$ cat config.mk
export PLATFORM = sky130hd
export DESIGN_NAME = gateway_cmd_handler_flat
export DESIGN_NICKNAME = d
export VERILOG_FILES = /design/src/logic/cmd_pkg.sv /design/src/logic/cmd_link_if.sv /design/src/logic/gateway_cmd_handler.sv /design/src/flat_wrapper.sv
export VERILOG_INCLUDE_DIRS = /design/src /design/src/logic
export SDC_FILE = /design/constraint.sdc
export NUM_CORES = 1
export LEC_CHECK = 0
export ABC_AREA = 1
export ABC_CLOCK_PERIOD_IN_PS = 3450
export BUFFER_PORTS_ARGS = -buffer_cell sky130_fd_sc_hd__buf_4
export CAP_MARGIN = 25
export CORE_AREA = 2 2 163 165
export CTS_CLUSTER_SIZE = 12
export DETAILED_ROUTE_END_ITERATION = 16
export DIE_AREA = 0 0 165 167
export PLACE_DENSITY = 0.77
export SYNTH_ARGS = -nofsm -noshare
export SYNTH_HDL_FRONTEND = slang
export SYNTH_SLANG_ARGS = --single-unit
$ cat constraint.sdc
create_clock -name pclk -period 3.45 [get_ports pclk]
set_input_delay 0.345 -clock pclk [delete_from_list [all_inputs] [get_ports pclk]]
set_output_delay 0.345 -clock pclk [all_outputs]
set_load 0.005 [all_outputs]
$ cat src/logic/cmd_cfg.svh
// Command codes, frame layout, error codes and host register map
`ifndef CMD_CFG_SVH
`define CMD_CFG_SVH
`define CMD_GET_DETECTED 8'h46
`define CMD_GET_FLAGS 8'h47
`define CMD_SET_EXCHANGE 8'h48
`define CMD_GET_MISMATCH 8'h57
`define TOGGLE_BIT 7
`define ZERO_BIT 6
`define SEGMENT_BIT 0
`define REQ_LEN_SHORT 2'h2
`define REQ_LEN_LONG 2'h3
`define RSP_LEN_BITMAP 4'hA
`define RSP_LEN_FLAGS 4'h5
`define RSP_LEN_BARE 4'h2
`define RSP_BYTES 10
`define ERR_OK 7'h00
`define ERR_BAD_CMD 7'h01
`define ERR_BAD_FORMAT 7'h02
`define EXCHANGE_RESET 2'h0
`define REG_CTRL 12'h000
`define REG_STATUS 12'h004
`define REG_RSP0 12'h008
`define REG_RSP1 12'h00C
`define REG_RSP2 12'h010
`define CTRL_SEG_BIT 8
`define CTRL_PAYLOAD_BIT 9
`define STAT_BUSY_BIT 0
`define STAT_DONE_BIT 1
`define STAT_TOGGLE_BIT 2
`endif

$ cat src/logic/cmd_pkg.sv
// Types shared by both ends of the command link
package cmd_pkg;
	typedef logic [7:0] byte_t;
	typedef logic [63:0] node_map_t;
	typedef enum logic [1:0] {DEV_RX, DEV_BUILD, DEV_TX} dev_state_t;
	typedef enum logic [1:0] {HOST_IDLE, HOST_SEND, HOST_RECV} host_state_t;
endpackage

$ cat src/logic/cmd_link_if.sv
// Byte-stream command link between host controller and gateway
`timescale 1ns/1ps
interface cmd_link_if (
	input wire logic pclk,
	input wire logic presetn
);
	import cmd_pkg::*;
	logic req_valid;
	logic req_ready;
	byte_t req_data;
	logic req_last;
	logic rsp_valid;
	logic rsp_ready;
	byte_t rsp_data;
	logic rsp_last;
	modport device (input pclk, presetn, req_valid, req_data, req_last, rsp_ready,
		output req_ready, rsp_valid, rsp_data, rsp_last);
	modport host (input pclk, presetn, req_ready, rsp_valid, rsp_data, rsp_last,
		output req_valid, req_data, req_last, rsp_ready);
endinterface

$ cat src/logic/gateway_cmd_handler.sv
// Gateway end: decodes node-list and flag commands and answers them
//
`timescale 1ns/1ps
`include "cmd_cfg.svh"
module gateway_cmd_handler (
	input wire logic pclk,
	input wire logic presetn,
	cmd_link_if.device link,
	input wire cmd_pkg::node_map_t detected_list [2],
	input wire cmd_pkg::node_map_t projected_list [2],
	input wire cmd_pkg::node_map_t periph_fault_list [2],
	input wire logic [1:0] low_supply,
	input wire logic configuration_mode,
	input wire logic normal_running,
	input wire logic offline_mode,
	input wire logic offline_requested,
	input wire logic auto_addressing_allowed,
	output logic [1:0] exchange_enable_flag,
	output logic [1:0] id_read_only
);
	import cmd_pkg::*;

	// ----------------------------------------
	// Helpers
	// ----------------------------------------
	// Address 0 of both halves has no assignable node
	function automatic node_map_t usable(input node_map_t m);
		usable = m & ~64'h0000_0001_0000_0001;
	endfunction

	function automatic logic exactly_one(input node_map_t m);
		exactly_one = (m != 64'h0) && ((m & (m - 64'h1)) == 64'h0);
	endfunction

	// ----------------------------------------
	// State
	// ----------------------------------------
	dev_state_t state_reg;
	byte_t rx_buf [3];
	logic [1:0] rx_cnt_reg;
	byte_t tx_buf [`RSP_BYTES];
	logic [3:0] tx_cnt_reg;
	logic offline_seen_reg;

	// ----------------------------------------
	// Response build
	// ----------------------------------------
	byte_t code;
	logic seg;
	node_map_t lds;
	node_map_t lps;
	node_map_t missing;
	logic [6:0] err;
	logic [3:0] rsp_len;
	logic auto_addressing_possible_flag;
	logic auto_address_ready_flag;
	node_map_t detected_use;
	node_map_t mismatch_map;
	byte_t payload [8];

	always_comb begin
		code = rx_buf[0];
		seg = rx_buf[1][`SEGMENT_BIT];
		lds = detected_list[seg];
		lps = projected_list[seg];
		missing = usable(lps & ~lds);
		detected_use = usable(lds);
		mismatch_map = usable(lps ^ lds);
		auto_address_ready_flag = exactly_one(missing);
		auto_addressing_possible_flag = auto_address_ready_flag && auto_addressing_allowed
			&& !configuration_mode;
		err = `ERR_OK;
		rsp_len = `RSP_LEN_BARE;
		for (int i = 0; i < 8; i++) begin
			payload[i] = 8'h00;
		end
		unique case (code)
			`CMD_GET_DETECTED: begin
				rsp_len = `RSP_LEN_BITMAP;
				for (int i = 0; i < 8; i++) begin
					payload[i] = detected_use[8*i +: 8];
				end
			end
			`CMD_GET_FLAGS: begin
				rsp_len = `RSP_LEN_FLAGS;
				payload[0] = {7'h00, ~|usable(periph_fault_list[seg] & lds)};
				payload[1] = {offline_mode,
					low_supply[seg],
					normal_running,
					configuration_mode,
					auto_address_ready_flag, auto_addressing_possible_flag,
					lds[0],
					usable(lps) == usable(lds)};
				payload[2] = {5'h00, auto_addressing_allowed,
					offline_requested | offline_mode,
					exchange_enable_flag[seg]};
			end
			`CMD_SET_EXCHANGE: begin
				if (rx_cnt_reg != `REQ_LEN_LONG) begin
					err = `ERR_BAD_FORMAT;
				end
			end
			`CMD_GET_MISMATCH: begin
				rsp_len = `RSP_LEN_BITMAP;
				for (int i = 0; i < 8; i++) begin
					payload[i] = mismatch_map[8*i +: 8];
				end
			end
			default: begin
				err = `ERR_BAD_CMD;
			end
		endcase
		if (rx_cnt_reg < `REQ_LEN_SHORT || rx_buf[1][`ZERO_BIT]) begin
			err = `ERR_BAD_FORMAT;
		end
		if (err != `ERR_OK) begin
			rsp_len = `RSP_LEN_BARE;
		end
	end

	// ----------------------------------------
	// Sequencer
	// ----------------------------------------
	assign link.req_ready = (state_reg == DEV_RX);
	assign link.rsp_valid = (state_reg == DEV_TX);
	assign link.rsp_data = tx_buf[0];
	assign link.rsp_last = (tx_cnt_reg == 4'h1);

	always_ff @(posedge pclk or negedge presetn) begin
		if (!presetn) begin
			state_reg <= DEV_RX;
		end else begin
			unique case (state_reg)
				DEV_RX: if (link.req_valid && link.req_last) state_reg <= DEV_BUILD;
				DEV_BUILD: state_reg <= DEV_TX;
				DEV_TX: if (link.rsp_ready && tx_cnt_reg == 4'h1) state_reg <= DEV_RX;
			endcase
		end
	end

	// Extra request bytes beyond three are dropped, counter saturates
	always_ff @(posedge pclk or negedge presetn) begin
		if (!presetn) begin
			rx_cnt_reg <= 2'h0;
			for (int i = 0; i < 3; i++) rx_buf[i] <= 8'h00;
		end else if (state_reg == DEV_TX && link.rsp_ready && tx_cnt_reg == 4'h1) begin
			rx_cnt_reg <= 2'h0;
		end else if (state_reg == DEV_RX && link.req_valid) begin
			if (rx_cnt_reg != `REQ_LEN_LONG) begin
				rx_buf[rx_cnt_reg] <= link.req_data;
				rx_cnt_reg <= rx_cnt_reg + 2'h1;
			end
		end
	end

	always_ff @(posedge pclk or negedge presetn) begin
		if (!presetn) begin
			tx_cnt_reg <= 4'h0;
			for (int i = 0; i < `RSP_BYTES; i++) tx_buf[i] <= 8'h00;
		end else if (state_reg == DEV_BUILD) begin
			tx_cnt_reg <= rsp_len;
			tx_buf[0] <= code;
			tx_buf[1] <= {rx_buf[1][`TOGGLE_BIT], err};
			for (int i = 0; i < 8; i++) tx_buf[i + 2] <= payload[i];
		end else if (state_reg == DEV_TX && link.rsp_ready) begin
			tx_cnt_reg <= tx_cnt_reg - 4'h1;
			for (int i = 0; i < `RSP_BYTES - 1; i++) tx_buf[i] <= tx_buf[i + 1];
			tx_buf[`RSP_BYTES - 1] <= 8'h00;
		end
	end

	// ----------------------------------------
	// Exchange enable
	// ----------------------------------------
	always_ff @(posedge pclk or negedge presetn) begin
		if (!presetn) begin
			offline_seen_reg <= 1'b0;
		end else begin
			offline_seen_reg <= offline_mode;
		end
	end

	// Offline entry wins over a clearing command in the same cycle
	always_ff @(posedge pclk or negedge presetn) begin
		if (!presetn) begin
			exchange_enable_flag <= `EXCHANGE_RESET;
		end else if (offline_mode && !offline_seen_reg) begin
			exchange_enable_flag <= 2'h3;
		end else if (state_reg == DEV_BUILD && code == `CMD_SET_EXCHANGE && err == `ERR_OK) begin
			exchange_enable_flag[seg] <= rx_buf[2][0];
		end
	end

	assign id_read_only = ~exchange_enable_flag;
endmodule

$ cat src/flat_wrapper.sv
// flat-port wrapper written by rule: the top's interface ports become plain ports
module gateway_cmd_handler_flat import cmd_pkg::*;
  (pclk, presetn, detected_list, projected_list, periph_fault_list, low_supply, configuration_mode, normal_running, offline_mode, offline_requested, auto_addressing_allowed, exchange_enable_flag, id_read_only, link_req_valid, link_req_data, link_req_last, link_rsp_ready, link_req_ready, link_rsp_valid, link_rsp_data, link_rsp_last);
  cmd_link_if link_i (.pclk(pclk), .presetn(presetn));
  input wire logic pclk;
  input wire logic presetn;
  input wire cmd_pkg::node_map_t detected_list[2];
  input wire cmd_pkg::node_map_t projected_list[2];
  input wire cmd_pkg::node_map_t periph_fault_list[2];
  input wire logic [1:0] low_supply;
  input wire logic configuration_mode;
  input wire logic normal_running;
  input wire logic offline_mode;
  input wire logic offline_requested;
  input wire logic auto_addressing_allowed;
  output logic [1:0] exchange_enable_flag;
  output logic [1:0] id_read_only;
  input wire logic [$bits(link_i.req_valid)-1:0] link_req_valid;
  input wire logic [$bits(link_i.req_data)-1:0] link_req_data;
  input wire logic [$bits(link_i.req_last)-1:0] link_req_last;
  input wire logic [$bits(link_i.rsp_ready)-1:0] link_rsp_ready;
  output wire logic [$bits(link_i.req_ready)-1:0] link_req_ready;
  output wire logic [$bits(link_i.rsp_valid)-1:0] link_rsp_valid;
  output wire logic [$bits(link_i.rsp_data)-1:0] link_rsp_data;
  output wire logic [$bits(link_i.rsp_last)-1:0] link_rsp_last;
  assign link_i.req_valid = link_req_valid;
  assign link_i.req_data = link_req_data;
  assign link_i.req_last = link_req_last;
  assign link_i.rsp_ready = link_rsp_ready;
  assign link_req_ready = link_i.req_ready;
  assign link_rsp_valid = link_i.rsp_valid;
  assign link_rsp_data = link_i.rsp_data;
  assign link_rsp_last = link_i.rsp_last;
  gateway_cmd_handler u_core (.pclk(pclk), .presetn(presetn), .link(link_i), .detected_list(detected_list), .projected_list(projected_list), .periph_fault_list(periph_fault_list), .low_supply(low_supply), .configuration_mode(configuration_mode), .normal_running(normal_running), .offline_mode(offline_mode), .offline_requested(offline_requested), .auto_addressing_allowed(auto_addressing_allowed), .exchange_enable_flag(exchange_enable_flag), .id_read_only(id_read_only));
endmodule
Word level (Yosys, flattened, before mapping)
Index checks and enable logic that the tools add are counted.
- equality and inequality tests: 11
- $add $sub $neg: 3
- bitwise operators: 10
- reductions and logical operators: 32
- multiplexer cells: 38
- magnitude comparators: 6
- operator list (kind ; number):
    $mux W64 ; 9
    $and A64 B64 Y64 ; 3
    $mux W80 ; 2
    $pmux W40 S2 ; 1
    $pmux W24 S3 ; 1
    $logic_not A64 Y1 ; 1
    $not A64 Y64 ; 1
    $reduce_bool A64 Y1 ; 1
    $sub A64 B1 Y64 const B ; 1
    $xor A64 B64 Y64 ; 1
    $eq A62 B62 Y1 ; 1
    $reduce_or A62 Y1 ; 1
    $eq A8 B7 Y1 const B ; 4
    $bwmux W24 ; 1
    $demux W8 S2 ; 1
    $mux W2 ; 8
    $logic_and A1 B1 Y1 ; 13
    $mux W4 ; 3
    $mux W8 ; 1
    $pmux W4 S2 ; 1
    $reduce_bool A2 Y1 ; 4
    $logic_not A7 Y1 ; 1
    $mux W7 ; 1
    $reduce_bool A7 Y1 ; 1
    other kinds (30) ; 38
- flip-flop bits (word level): 115
- word-level logic and storage cells: 118

Logic depth before layout (Yosys ltp)
- word-level depth: 14
- gate-level depth with buffers: 30
- depth with buffers taken out: 25

Least setup slack after synthesis
OpenSTA, ideal clock, no wires.
- path type: register to register
- start: reg u_core.rx_buf[8] (netlist name)
- end: reg u_core.tx_buf[51] (netlist name)
- data arrival time: 3125 ps
- required time: 3384 ps
- library setup time: 66 ps
- cell stages (with the launch flop): 28
- clock period less this slack: 3190 ps
- slack: 260 ps
- cells stage by stage: dfrtp_1 -> buf_2 -> buf_4 -> buf_2 -> buf_2 -> buf_2 -> buf_1 -> nand2_1 -> nand2_1 -> ha_1 -> nor2_2 -> nand3_1 -> nand2_1 -> nand2_1 -> nand2_1 -> nand2_1 -> nand2_1 -> nand2_1 -> nand2_1 -> nor2_2 -> nand3_1 -> nor2_2 -> nand3_1 -> nand2_1 -> nand2_1 -> nand2_1 -> nand2_1 -> nand2_1
- word-level cells in the longest chain between the ends: 12
- elaborated cells between the ends (all ways): 17
- ends and longest elaborated chain (item ; RTL line ; RTL):
    start: declaration ; gateway_cmd_handler.sv:39 ; byte_t rx_buf [3];
    start signal: indexed assignment ; gateway_cmd_handler.sv:150 ; rx_buf[rx_cnt_reg] <= link.req_data;
    $not A1 Y2 (implied by the code) (*) ; gateway_cmd_handler.sv:64, gateway_cmd_handler.sv:65 ;
    $mux W64 (implied by the code) (3 in series) ; gateway_cmd_handler.sv:64 ; lds = detected_list[seg];
    $not A64 Y64 ; gateway_cmd_handler.sv:66 ; missing = usable(lps & ~lds);
    $and A64 B64 Y64 ; gateway_cmd_handler.sv:66 ;
    $sub A64 B1 Y64 ; gateway_cmd_handler.sv:32 ; exactly_one = (m != 64'h0) && ((m & (m - 64'h1)) == 64'h0);
    $and A64 B64 Y64 ; gateway_cmd_handler.sv:32 ;
    $logic_not A64 Y1 ; gateway_cmd_handler.sv:32 ;
    $logic_and A1 B1 Y1 ; gateway_cmd_handler.sv:32 ;
    $pmux W24 S3 (*) ; gateway_cmd_handler.sv:77 ; unique case (code)
    $mux W80 (*) ; gateway_cmd_handler.sv:160 ; end else if (state_reg == DEV_BUILD) begin
    end: declaration ; gateway_cmd_handler.sv:41 ; byte_t tx_buf [`RSP_BYTES];
Mark *: on every way between the ends. The rest lies on a longest branch, timed or not. The select of a mux whose other input is x is not followed.
A chain may end at the register's enable or synchronous reset.

Worst setup path in the final report
- start: reg u_core.rx_buf[8] (netlist name)
- end: reg u_core.tx_buf[50] (netlist name)
- word-level cells in the longest chain between the ends: 14
- elaborated cells between the ends (all ways): 19
- ends and longest elaborated chain (item ; RTL line ; RTL):
    $not A1 Y2 (implied by the code) (*) ; gateway_cmd_handler.sv:64, gateway_cmd_handler.sv:65 ;
    $mux W64 (implied by the code) (3 in series) ; gateway_cmd_handler.sv:64 ;
    $not A64 Y64 ; gateway_cmd_handler.sv:66 ;
    $and A64 B64 Y64 ; gateway_cmd_handler.sv:66 ;
    $sub A64 B1 Y64 ; gateway_cmd_handler.sv:32 ;
    $and A64 B64 Y64 ; gateway_cmd_handler.sv:32 ;
    $logic_not A64 Y1 ; gateway_cmd_handler.sv:32 ;
    $logic_and A1 B1 Y1 ; gateway_cmd_handler.sv:32 ;
    $logic_and A1 B1 Y1 ; gateway_cmd_handler.sv:70 ; auto_addressing_possible_flag = auto_address_ready_flag && auto_addressing_allowed
    $logic_and A1 B1 Y1 ; gateway_cmd_handler.sv:71 ; && !configuration_mode;
    $pmux W24 S3 (*) ; gateway_cmd_handler.sv:77 ;
    $mux W80 (*) ; gateway_cmd_handler.sv:160 ;
Marks and branches as above.

==> results.md <==
- Outcome: finished with violations
- Failing checks: setup timing
- Final WL: 55.18 mm
- Hold Crit Class: input pin to asynchronous set/reset pin
- Clock Latency Late Sink: 0.35 ns
- MaxCap Viol Count: 0
- Worst Setup End Kind: flop
- I/O pin count: 419
- Nets: 2815
- First-pass GRT wire length: 77.63 mm
- Final Worst Setup Slack: -0.02818 ns
- Post-synth EDFFs: 0
- IO Port Bufs: 408
- WP depth: 17
- Main synth FF type: dfrtp_1
- Initial antenna violation count: 1
- Post-synthesis mux area share: 0.02732
- Global route overflow: 0
- Tmin final: 3.478 ns
- PD cells: 795.8 nW/um^2
- Dominant combinational cell family by area after synthesis: simple AND/OR/NAND/NOR gates
- Routed wire per std cell: 20.66 um
- Routed Antenna Nets: 0
- CP Cell Sequence: buf_12, mux2i_1, ha_1, nor2_2, nand2_1, inv_1, nand2_1, nand2_1, a21oi_1, nand2_1, o21ai_0, nand4_1, nor2_4, nand3_1, nand2_1, nand2_1, a21oi_2
- # hold bufs at CTS: 0
- Critical R2R Launch: u_core.rx_buf[8]
- GRT met1 Usage: 0.5421
- Full die area: 27560 sq um
- Flop2flop setup slack: -0.03 ns
- Combinational power share: 0.768
- Critical path buffer and inverter count: 2
- Clock Power Share: 0.078
- N_diodes: 0
- Synth top area share: 0.2336
- Post-Syn Nets: 2343
- CP startpoint kind: flop
- Cell taking the most area after synthesis: nand2_1
- XOR/XNOR Fraction of Synth Area: 0.001549
- Crit-path max cell delay: 0.55 ns
- Max reg flops: 72
- Placer Congestion: 1.070
- Max Slew Vio Count: 0
- Fraction of layout cells with a size suffix above 1: 0.3369
- Area of the multi-input gates: 8362 sq um
- Max frequency: 0.2875 GHz
- Pleak: 8.566 nW
- Ranking of synthesized cells by area: nand2_1, dfrtp_1, ha_1
- DR pass1 iterations: 6
- Crit share post-route: 1.008
- Worst path required time: 3.72 ns
- Core ar.: 25760 sq um
- First DRT Iteration DRCs: 1728
- RR Endpoint: u_core.tx_buf[50]
- Worst path top cell family by delay: simple AND/OR/NAND/NOR gates
- DIE WIDTH: 165 um
- Biggest register: u_core.tx_buf
- GRT Resource Usage Total: 0.3705
- H-tree levels: 3
- Critical path class: flop to flop
- Yosys reg bits: 103
- Worst Max-Slew Pin Slew: 0.8532 ns
- Mapped Area: 11310 sq um
- Mapped Cells: 1859
- Commonest non-fill, non-tap cell in the layout: nand2_1
- TritonCTS Buffers: 9
- Vias/cell: 5.610
- DRC violations left: 0
- Share of the yosys chip area belonging to registers: 0.2279
- Largest net degree at the start of global routing: 68
- Post-synthesis cell type count: 50
- Max transition margin: 0.4312
- Met2 Use GR: 0.5716
- Crit path max-delay cell type: dfrtp_4
- Internal power: 6.280 mW
- Post-Synth Simple-Gate Area: 0.3882
- Cell mode on critical path: nand2_1
- Syn. warnings: 0
- Vias in the first global route: 13645
- CTS sink count: 103
- Max IR drop VDD: 0.0007258 V
- Area Growth Syn to Fin: 47.05%
- Starting Density: 0.4390
- TritonCTS clock tree: done
- Reg area: 2581 sq um
- Switching Power: 6.956 mW
- Adder-Cell Fraction of Synth Area: 0.08850
- Detail Placement HPWL: 44.43 mm
- FILL cells: 2399
- M3 GR Usage: 0.06077
- Largest fanout on the critical path: 13
- Final setup violation count: 1
- Clock Path Buffers: 2
- Die Y: 167 um
- Final Total Pwr: 13.24 mW
- Gr busiest metal: met2
- Switching Fraction: 0.5255
- Crit path DAT: 3.75 ns
- RSZ-0062 raised after global routing: yes
- Final core occ: 0.6456
- Row count: 59
- Most frequent cells in the layout: nand2_1, buf_4, inv_1, nor2_1, o21ai_0
- Final hold violation count: 0
- Avg Inst Size Synth: 6.084 sq um
- Max Clock Skew: 0.01123 ns
- Clock transition at path regs: 0.07 ns
- Vias: 14985
- R2R cell count: 17
- CTS root buf: clkbuf_16
- Area fraction in compound gates after synthesis: 0.1792
- Ys async rst share: 1.000
- Seq pwr share: 0.154
[layer usage]
metal,up-vias,share of wire
met3,91,0.11
li1,7014,-
met1,7031,0.42
met2,847,0.44
met4,2,0.024
met5,-,0.00022
[synthesized netlist by cell type, types with 11 or more instances]
| cell type | instances |
|---|---|
| nor2_1 | 184 |
| o21ai_1 | 11 |
| nand2_1 | 704 |
| buf_2 | 13 |
| nor2_2 | 13 |
| mux2i_1 | 25 |
| o221ai_1 | 11 |
| or2_2 | 34 |
| nand3_1 | 43 |
| dfrtp_1 | 103 |
| o21ai_0 | 116 |
| nand4_1 | 38 |
| o21ai_2 | 13 |
| a21oi_1 | 82 |
| ha_1 | 80 |
| clkbuf_1 | 55 |
| inv_1 | 151 |
| a21o_1 | 27 |
| o22ai_1 | 35 |
[per-stage QoR]
stage	cells	TNS [ns]	worst slack, ns	hold WS [ns]	area, sq um
5_1_grt	2671	-0.1996	-0.1241	0.1360	16630
3_3_place_gp	2637	-0.04995	-0.03210	0.4578	15440
4_1_cts	2653	0	0.01336	0.09905	15750
2_1_floorplan	1859	0	0.2598	0.04941	11310
3_5_place_dp	2637	-0.01103	-0.01103	0.4605	15440
6_report	2671	-0.02818	-0.02818	0.06953	16630
[worst register-to-register path, delay by kind of cell (launching register included)]
kind            cells  cell delay (ns)
simple gates       10             1.21
flops               1             0.55
mux                 1             0.52
compound gates      3             0.50
fa+ha+maj           1             0.36
buf+inv             2             0.27
[power by group through the flow]
stage,Combinational (mW),Clock (mW),Sequential (mW)
global route,10.9,1.08,2.08
global placement,8.68,0,2.00
detailed placement,8.77,0,2.02
finish,10.2,1.04,2.03
CTS,8.84,1.04,2.01
floorplan,5.35,0,1.92
[how the worst max path moves through the flow]
stage / start / end
floorplan: u_core.rx_buf[8] / u_core.tx_buf[51]
global placement: u_core.rx_buf[8] / u_core.tx_buf[51]
detailed placement: u_core.rx_buf[8] / u_core.tx_buf[50]
CTS: u_core.rx_buf[8] / u_core.tx_buf[50]
global route: u_core.rx_buf[8] / u_core.tx_buf[51]
finish: u_core.rx_buf[8] / u_core.tx_buf[50]
[layout make-up]
| type | instances | share of cell area |
|---|---|---|
| Clock inverter | 7 | 0.004739 |
| Multi-Input combinational cell | 1511 | 0.5027 |
| Timing Repair Buffer | 551 | 0.2628 |
| Tap cell | 335 | 0.02520 |
| Inverter | 155 | 0.03573 |
| Sequential cell | 103 | 0.1552 |
| Clock buffer | 9 | 0.01354 |
[kinds of logic (layout without fill, tap and decap cells)]
| group | count (synthesis) | in the layout |
|---|---|---|
| simple gates | 1059 | 1059 |
| compound gates | 340 | 340 |
| buf+inv | 245 | 722 |
| flops | 103 | 103 |
| fa+ha+maj | 80 | 80 |
| mux | 30 | 30 |
| xor+xnor | 2 | 2 |
[timing repair]
item / 4_1_cts / 5_1_grt
gates cloned: 0 / 6
resized for setup: 3 / 185
pin swaps: 0 / 34
setup endpoints to repair: 2 / 2
hold endpoints to repair: 0 / 0
buffers inserted: 0 / 12
Note: power is estimated with default switching activity, not from simulation.
